**src/logic/pwmsdl_map.vh**
```
// register map, reset values and timing constants of the pwm sync front end
`ifndef PWMSDL_MAP_VH
`define PWMSDL_MAP_VH

// ****************************************************************
// registers
// ****************************************************************
`define PWMSDL_SEL_PHASE 1'b0
`define PWMSDL_SEL_DUTY 1'b1
`define PWMSDL_PH_CNT_HI 7
`define PWMSDL_PH_CNT_LO 6
`define PWMSDL_PH_RATE 5
`define PWMSDL_PH_OFS_HI 3
`define PWMSDL_DL_CEIL_HI 7
`define PWMSDL_DL_CEIL_LO 2
`define PWMSDL_OFS_RESET 4'h0
`define PWMSDL_RATE_RESET 1'b0
`define PWMSDL_CEIL_RESET 6'h3A

// ****************************************************************
// timing
// ****************************************************************
`define PWMSDL_SYS_KHZ 250000
`define PWMSDL_SYNC_KHZ 500
`define PWMSDL_PERIOD_CYC (`PWMSDL_SYS_KHZ / `PWMSDL_SYNC_KHZ)
`define PWMSDL_LOCK_TOL 16
`define PWMSDL_STEP_DEG 225

`endif

```
**src/logic/pwmsdl_cycle.v**
```verilog
// one pwm cycle: delayed start and clamped high-side on-time
`include "pwmsdl_map.vh"
module pwmsdl_cycle #(
  parameter CW = 10
) (
  // clock and reset
  input wire sys_clk_i,
  input wire reset_i,
  // cycle control
  input wire sync_fall_i,
  input wire run_i,
  input wire [CW-1:0] delay_cyc_i,
  input wire [CW-1:0] on_cyc_i,
  // drive
  output reg pwm_high_o,
  output reg cycle_start_o
);

  reg [CW-1:0] dly_q;
  reg dly_act_q;
  reg [CW-1:0] on_q;

  // ****************************************************************
  // phase delay, then on-phase
  // ****************************************************************
  always @(posedge sys_clk_i or posedge reset_i)
  begin
    if (reset_i)
    begin
      dly_q <= {CW{1'b0}};
      dly_act_q <= 1'b0;
      on_q <= {CW{1'b0}};
      pwm_high_o <= 1'b0;
      cycle_start_o <= 1'b0;
    end
    else
    begin
      cycle_start_o <= 1'b0;
      if (sync_fall_i && run_i)
      begin
        dly_q <= delay_cyc_i;
        dly_act_q <= 1'b1;
      end
      else if (dly_act_q)
      begin
        if (dly_q == {CW{1'b0}})
        begin
          dly_act_q <= 1'b0;
          // lock lost during the delay cancels the cycle
          if (run_i)
          begin
            cycle_start_o <= 1'b1;
            on_q <= on_cyc_i;
            pwm_high_o <= (on_cyc_i != {CW{1'b0}});
          end
        end
        else
          dly_q <= dly_q - {{(CW-1){1'b0}}, 1'b1};
      end
      if (pwm_high_o && !(dly_act_q && dly_q == {CW{1'b0}}))
      begin
        if (on_q <= {{(CW-1){1'b0}}, 1'b1})
          pwm_high_o <= 1'b0;
        else
          on_q <= on_q - {{(CW-1){1'b0}}, 1'b1};
      end
      if (!run_i)
        pwm_high_o <= 1'b0;
    end
  end

endmodule // pwmsdl_cycle

```
**src/logic/pwmsdl_top.v**
```verilog
// sync lock, phase interleave and duty limit front end of the pwm controller
`include "pwmsdl_map.vh"
module pwmsdl_top #(
  parameter CW = 10,
  parameter [1:0] PHASE_COUNT = 2'h0
) (
  // clock and reset
  input wire sys_clk_i,
  input wire reset_i,
  // sync line from the power manager
  input wire sync_line_i,
  // register access
  input wire reg_sel_i,
  input wire reg_wr_i,
  input wire [7:0] reg_wdata_i,
  output reg [7:0] reg_rdata_o,
  // regulation loop
  input wire [5:0] duty_req_i,
  input wire fault_req_i,
  // outputs
  output wire pwm_high_o,
  output wire cycle_start_o,
  output reg locked_o,
  output reg fault_o,
  output reg switch_rate_select_o
);

  localparam integer NOM_I = `PWMSDL_PERIOD_CYC;
  localparam integer TOL_I = `PWMSDL_LOCK_TOL;
  localparam [CW-1:0] NOM = NOM_I[CW-1:0];
  localparam [CW-1:0] TOL = TOL_I[CW-1:0];

  reg sync_m_q;
  reg sync_s_q;
  reg sync_p_q;
  wire sync_fall;
  reg [CW-1:0] cnt_q;
  reg [CW-1:0] period_q;
  reg [3:0] phase_offset_q;
  reg [5:0] duty_ceiling_q;
  reg [5:0] duty_eff;
  reg [CW+5:0] on_prod;
  reg [CW+3:0] dly_prod;
  reg [CW-1:0] on_cyc;
  reg [CW-1:0] dly_cyc;

  // ****************************************************************
  // sync line capture and falling edge
  // ****************************************************************
  always @(posedge sys_clk_i or posedge reset_i)
  begin
    if (reset_i)
    begin
      sync_m_q <= 1'b1;
      sync_s_q <= 1'b1;
      sync_p_q <= 1'b1;
    end
    else
    begin
      sync_m_q <= sync_line_i;
      sync_s_q <= sync_m_q;
      sync_p_q <= sync_s_q;
    end
  end

  assign sync_fall = sync_p_q & ~sync_s_q;

  // ****************************************************************
  // period measurement and lock
  // ****************************************************************
  always @(posedge sys_clk_i or posedge reset_i)
  begin
    if (reset_i)
    begin
      cnt_q <= {CW{1'b0}};
      period_q <= NOM;
      locked_o <= 1'b0;
    end
    else if (sync_fall)
    begin
      cnt_q <= {CW{1'b0}};
      if (cnt_q + {{(CW-1){1'b0}}, 1'b1} >= NOM - TOL &&
          cnt_q + {{(CW-1){1'b0}}, 1'b1} <= NOM + TOL)
      begin
        period_q <= cnt_q + {{(CW-1){1'b0}}, 1'b1};
        locked_o <= 1'b1;
      end
      else
        locked_o <= 1'b0;
    end
    else if (cnt_q == {CW{1'b1}})
      locked_o <= 1'b0;
    else
      cnt_q <= cnt_q + {{(CW-1){1'b0}}, 1'b1};
  end

  // ****************************************************************
  // configuration registers
  // ****************************************************************
  always @(posedge sys_clk_i or posedge reset_i)
  begin
    if (reset_i)
    begin
      phase_offset_q <= `PWMSDL_OFS_RESET;
      switch_rate_select_o <= `PWMSDL_RATE_RESET;
      duty_ceiling_q <= `PWMSDL_CEIL_RESET;
    end
    else if (reg_wr_i)
    begin
      if (reg_sel_i == `PWMSDL_SEL_PHASE)
      begin
        phase_offset_q <= reg_wdata_i[`PWMSDL_PH_OFS_HI:0];
        switch_rate_select_o <= reg_wdata_i[`PWMSDL_PH_RATE];
      end
      else
        duty_ceiling_q <=
          reg_wdata_i[`PWMSDL_DL_CEIL_HI:`PWMSDL_DL_CEIL_LO];
    end
  end

  always @*
  begin
    if (reg_sel_i == `PWMSDL_SEL_PHASE)
      reg_rdata_o = {PHASE_COUNT, switch_rate_select_o, 1'b0,
                     phase_offset_q};
    else
      reg_rdata_o = {duty_ceiling_q, 2'b00};
  end

  // ****************************************************************
  // delay and on-time from the locked period
  // ****************************************************************
  always @*
  begin
    duty_eff = (duty_req_i > duty_ceiling_q) ? duty_ceiling_q
                                             : duty_req_i;
    on_prod = period_q * duty_eff;
    dly_prod = period_q * phase_offset_q;
    on_cyc = on_prod[CW+5:6];
    dly_cyc = dly_prod[CW+3:4];
  end

  // ****************************************************************
  // fault status at falling sync edge
  // ****************************************************************
  always @(posedge sys_clk_i or posedge reset_i)
  begin
    if (reset_i)
      fault_o <= 1'b0;
    else if (sync_fall)
      fault_o <= fault_req_i;
  end

  pwmsdl_cycle #(
    .CW(CW)
  ) u_cycle (
    .sys_clk_i(sys_clk_i),
    .reset_i(reset_i),
    .sync_fall_i(sync_fall),
    .run_i(locked_o),
    .delay_cyc_i(dly_cyc),
    .on_cyc_i(on_cyc),
    .pwm_high_o(pwm_high_o),
    .cycle_start_o(cycle_start_o)
  );

endmodule // pwmsdl_top

```
**config.mk**
```make
export PLATFORM = sky130hd
export DESIGN_NAME = pwmsdl_top
export DESIGN_NICKNAME = d
export VERILOG_FILES = /design/src/logic/pwmsdl_cycle.v /design/src/logic/pwmsdl_top.v
export VERILOG_INCLUDE_DIRS = /design/src /design/src/logic
export SDC_FILE = /design/constraint.sdc
export NUM_CORES = 1
export LEC_CHECK = 0
export ABC_AREA = 1
export BUFFER_PORTS_ARGS = -buffer_cell sky130_fd_sc_hd__clkbuf_2
export CORE_AREA = 2 2 120 122
export CTS_BUF_LIST = sky130_fd_sc_hd__clkbuf_16
export DETAILED_ROUTE_END_ITERATION = 16
export DIE_AREA = 0 0 122 124
export SLEW_MARGIN = 20
export SYNTH_ARGS = -nofsm -noshare
export SYNTH_HDL_FRONTEND = slang
export SYNTH_HIERARCHICAL = 1
export SYNTH_SLANG_ARGS = --single-unit
```
**constraint.sdc**
```tcl
create_clock -name sys_clk_i -period 5.77 [get_ports sys_clk_i]
set_clock_uncertainty 0.15 [all_clocks]
set_input_delay 1.154 -clock sys_clk_i [delete_from_list [all_inputs] [get_ports sys_clk_i]]
set_output_delay 1.154 -clock sys_clk_i [all_outputs]
set_load 0.02 [all_outputs]
```
# Yosys cells after proc, flatten, opt, wreduce, memory -nomap -nowiden
# Cells that the tools add are included.
# word_totals
regBits	59
wordCells	72
# op_classes
addsub	3
multipliers	2
order_cmp	4
eq_ne	3
muxes	29
bitwise	3
reduce_logical	13
# ops
cell	count
2-to-1 mux 10 bit	11
subtractor 10 x 1 -> 10 bit, second input constant	2
multiplier 10 x 6 -> 16 bit	1
2-to-1 mux 1 bit	16
multiplier 10 x 4 -> 14 bit	1
adder 10 x 1 -> 10 bit, second input constant	1
== test 10 bit, second input constant	1
>= comparator 10 x 9 -> 1 bit, second input constant	1
less-or-equal comparator 10 x 1 -> 1 bit, second input constant	1
less-or-equal comparator 10 bit, second input constant	1
logical NOT 10 bit	1
nonzero test 10 bit	1
2-to-1 mux 8 bit	1
AND reduction 2 bit	4
greater-than comparator 6 bit	1
2-to-1 mux 6 bit	1
logical AND 1 bit	4
!= test 2 x 1 -> 1 bit, second input constant	2
nonzero test 2 bit	2
inverter 1 bit	2
bitwise AND 1 bit	1
logical NOT 1 bit	1

# Depth between registers and ports, before layout
# logic_depth
depth_word	10
depth_mapped	33

# Modules after synthesis
# Netlist, hierarchy kept.
# by_module_without_submodules
module	n_inst	cells_per_inst	area_per_inst_um2	seq_area_each_um2
pwmsdl_top	1	631	4730.8	917.1
pwmsdl_cycle	1	253	1780.5	575.6

# Least setup slack after synthesis
# No wires, ideal clock.
# synth_path
kind	input -> register
from	input duty_req_i[5]
to	register u_cycle.pwm_high_o
setup_time_ps	121
arrival_time_ps	5568
slack_ps	-69
path_stages	28
path_buffers	0
cell_sequence	ha_1 -> nand2_1 -> nor2_1 -> nand3_1 -> nand2_2 -> nand2_1 -> o21a_1 -> inv_1 -> nor2_1 -> fa_1 -> fa_1 -> inv_1 -> fa_1 -> inv_1 -> ha_1 -> a21o_1 -> a31oi_1 -> nor2_1 -> a211oi_1 -> nand2_1 -> nand2_1 -> nand2_1 -> nor2_1 -> nand2_1 -> nor2_1 -> o21ai_0 -> nor2_1 -> nor2_1
# synth_via
elab_chain_len	10
# synth_rtl
item	line_no	rtl
start, declared	pwmsdl_top.v:18	input wire [5:0] duty_req_i,
greater-than comparator 6 bit	pwmsdl_top.v:135	duty_eff = (duty_req_i > duty_ceiling_q) ? duty_ceiling_q
2-to-1 mux 6 bit *	pwmsdl_top.v:135	
multiplier 10 x 6 -> 16 bit *	pwmsdl_top.v:137	on_prod = period_q * duty_eff;
via on_prod[15]	pwmsdl_top.v:42	reg [CW+5:0] on_prod;
nonzero test 10 bit *	pwmsdl_cycle.v:54	pwm_high_o <= (on_cyc_i != {CW{1'b0}});
2-to-1 mux 1 bit *	pwmsdl_cycle.v:46	if (dly_q == {CW{1'b0}})
2-to-1 mux 1 bit *	pwmsdl_cycle.v:44	else if (dly_act_q)
2-to-1 mux 1 bit *	pwmsdl_cycle.v:39	if (sync_fall_i && run_i)
2-to-1 mux 1 bit	pwmsdl_cycle.v:62	if (on_q <= {{(CW-1){1'b0}}, 1'b1})
2-to-1 mux 1 bit *	pwmsdl_cycle.v:60	if (pwm_high_o && !(dly_act_q && dly_q == {CW{1'b0}}))
2-to-1 mux 1 bit *	pwmsdl_cycle.v:67	if (!run_i)
end signal, assigned	pwmsdl_cycle.v:54	
end, declared	pwmsdl_cycle.v:15	output reg pwm_high_o,
# The timed path passes the listed nets; every way through them passes the cells marked *.
# A chain may end at the register's enable or synchronous reset.

# Worst setup path after layout
# Same ends and word-level chain as after synthesis.

==> impl_results.md <==
* Routed Antenna Nets at 0
* Max-Cap Viols at 0
* Status: finished clean
* Vias in the first global route at 5394
* Final hold violations at 0
* Clock Tree Buf Depth at 2
* Psw at 389 uW
* Worst-Skew Late Latency at 340 ps
* Filler cells at 1276
* Total Wirelength at 14700 um
* Leak at 4.28 nW
* Synth warn at 6
* Crit-path max cell delay at 530 ps
* Area of the multi-input gates at 4650 um^2
* Synth Area in Adders at 23.9%
* Layout cells sized above 1 at 24.4%
* Post-Syn Instances at 884
* Detailed-route via count at 5629
* CP required at 5840 ps
* HP Class: flip-flop to flip-flop
* DRC violations left at 0
* Setup Viol. Count Final at 0
* Maximum vdd drop at 0.000319 V
* HPWL Detailed at 11600 um
* Post-Syn Area at 6510 um^2
* CTS tree: done
* I/O pins at 33
* Fmax at 180 MHz
* Top cells by count, synth: nand2_1 (191), inv_1 (169), nor2_1 (97), nand3_1 (62), ha_1 (49)
* DP Area at 7130 um^2
* Area delta synth->final at 22.3%
* Internal cell power at 939 uW
* Top_reg_cell synth: dfrtp_1
* Max Slew Vio Count at 0
* Clk sinks at 59
* Compound-Gate Fraction of Synth Area at 8.47%
* Asr flop ratio synth at 100%
* Vias per inst at 4.88
* Initial antenna violation count at 0
* Sequential area share after synthesis at 22.9%
* Power Total at 1.33 mW
* CP endpoint kind: flip-flop
* CTS buffer count at 9
* Largest net degree at the start of global routing at 37
* Final worst-path cycle share at 96.3%
* Core footprint at 13700 um^2
* Post-synthesis cell type count at 47
* Router iterations before antenna repair at 4
* Number of port buffers at 32
* Nets at 1085
* First-pass GRT wire length at 24800 um
* DIE WIDTH at 122 um
* Util after Layout at 58.1%
* Largest family of logic cells by synthesized area: simple AND/OR/NAND/NOR gates
* Fraction of the mapped netlist area in simple logic gates at 28.7%
* Crit-path most repeated cell: nor2_1
* EDFF count, synth at 0
* Root Buffer: clkbuf_16
* Synthesized Nets at 1000
* Antenna diodes at 0
* PwrDens at 167 nW/um^2
* RD Place Congestion at 0.867
* Worst path top cell family by delay: adder cells
* Setup CP Type: input pin to flip-flop
* CP arrival at 5620 ps
* Hold Buf Count CTS at 0
* Yosys top cell area share at 17.7%
* Seq pwr share at 35.3%
* Comb pwr share at 22.2%
* Final worst path period need at 5550 ps
* Post-Layout Inst Area at 7970 um^2
* Synth area leaders: dfrtp_1 (18%), fa_1 (14%), nand2_1 (11%), inv_1 (9.7%), ha_1 (9.4%)
* Post-Synth XOR/XNOR Area at 4.00%
* Sw Ratio at 29.3%
* CP bufs+invs at 5
* Clk pin slew, worst setup/hold paths at 50 ps
* Seq cells post-synth at 59
* Clock share of power at 42.5%
* Mux cell area share after synthesis at 0.154%
* Synthesized area per cell at 7.37 um^2
* Max stage delay cell, worst path: fa_1
* Initial DRC count at 230
* Total GRT Usage at 20.5%
* Dominant cell type by area after synthesis: dfrtp_1
* Setup tns final at 0 ps
* DIE HEIGHT at 124 um
* H-Tree Depth at 3
* Row count at 43
* Rel. slew slack at 37.3%
* Die ar. at 15100 um^2
* CP Launch Type: input pin
* Register area at 1490 um^2
* Top-count cell post-synth: nand2_1
* Crit path max fanout at 6
* Initial Util at 47.5%
* Worst-Margin Slew at 935 ps
* Wire length per cell at 12.7 um
* Gr ovfl total at 0
-- routing by layer --
layer	part of all wire, %	vias to the layer above	global-route usage (%)
met5	0	-	0
met4	0.88	0	5.39
met3	2.5	8	4.35
met2	50	65	35.6
met1	47	2631	26.0
li1	-	2925	-
-- cell usage in the layout, fill, tap and decap left out, types with 5 or more instances in the layout --
master,count
dfrtp_1,46
xnor2_1,6
ha_1,37
nand2_4,6
nand3_2,5
o21ai_1,13
nand4_1,17
nor2_1,70
inv_1,162
xor2_1,19
nor2_2,23
a21oi_2,7
dfstp_2,13
nor3_1,5
o21ai_0,31
fa_1,46
nor2_4,15
nand2_2,18
inv_2,6
nand3_1,59
a21oi_1,22
clkbuf_16,9
nand2_1,182
clkbuf_2,31
buf_4,55
ha_4,10
o21ai_2,5
-- power groups by stage --
stage                     logic [mW]  registers (mW)  clock network [mW]
after floorplan                0.139           0.463                   0
after global placement         0.213           0.475                   0
after detailed placement       0.216           0.475                   0
after CTS                      0.217           0.469               0.579
after global routing           0.323           0.473               0.598
final                          0.294           0.469               0.565
-- kinds of logic after synthesis --
| logic type | count (synthesis) |
|---|---|
| compound gates | 97 |
| xor+xnor | 28 |
| fa+ha+maj | 96 |
| buf+inv | 191 |
| flops | 59 |
| mux | 1 |
| simple gates | 412 |
-- area by class of cell --
cell class                      instances  area share [%]
Clock buffer                            9            2.83
Clock inverter                          7            1.15
Inverter                              174            8.40
Multi-Input combinational cell        635            58.4
Sequential cell                        59            18.7
Tap cell                              180            2.83
Timing Repair Buffer                   90            7.70
-- through the flow --
step / hold WS [ps] / cells / worst slack (ps)
after floorplan: 195 / 884 / 3.75
after global placement: 196 / 1125 / -215
after detailed placement: 203 / 1125 / -251
after CTS: 210 / 1141 / 95.8
after global routing: 214 / 1154 / -91.9
final: 207 / 1154 / 215
-- worst paths after layout --
| kind | startpoint | endpoint | slack, ps | cells past startpoint |
|---|---|---|---|---|
| worst min register to register | sync_m_q | sync_s_q | 210 | 0 |
| min in group asynchronous | reset_i | u_cycle/dly_q[5] | 750 | 2 |
| worst max register to register | duty_ceiling_q[3] | u_cycle/pwm_high_o | 490 | 30 |
| worst min-delay path | sync_m_q | sync_s_q | 210 | 0 |
| worst max-delay path | duty_req_i[5] | u_cycle/pwm_high_o | 220 | 30 |
| max in group asynchronous | reset_i | u_cycle/pwm_high_o | 4280 | 2 |
-- registers in the layout (all words and copies together), names as in the netlist --
name and count:
u_cycle/pwm_high_o 1, duty_ceiling_q 6, period_q 10, sync_p_q 1
cnt_q 10, sync_m_q 1, u_cycle/cycle_start_o 1, u_cycle/dly_act_q 1
switch_rate_select_o 1, fault_o 1, u_cycle/on_q 10, sync_s_q 1
u_cycle/dly_q 10, phase_offset_q 4, locked_o 1
-- timing repair --
action / CTS / global route
setup buffers: 0 / 12
resized for setup: 0 / 100
setup endpoints to repair: 0 / 10
No activity file was read; power rests on OpenSTA's default activity.
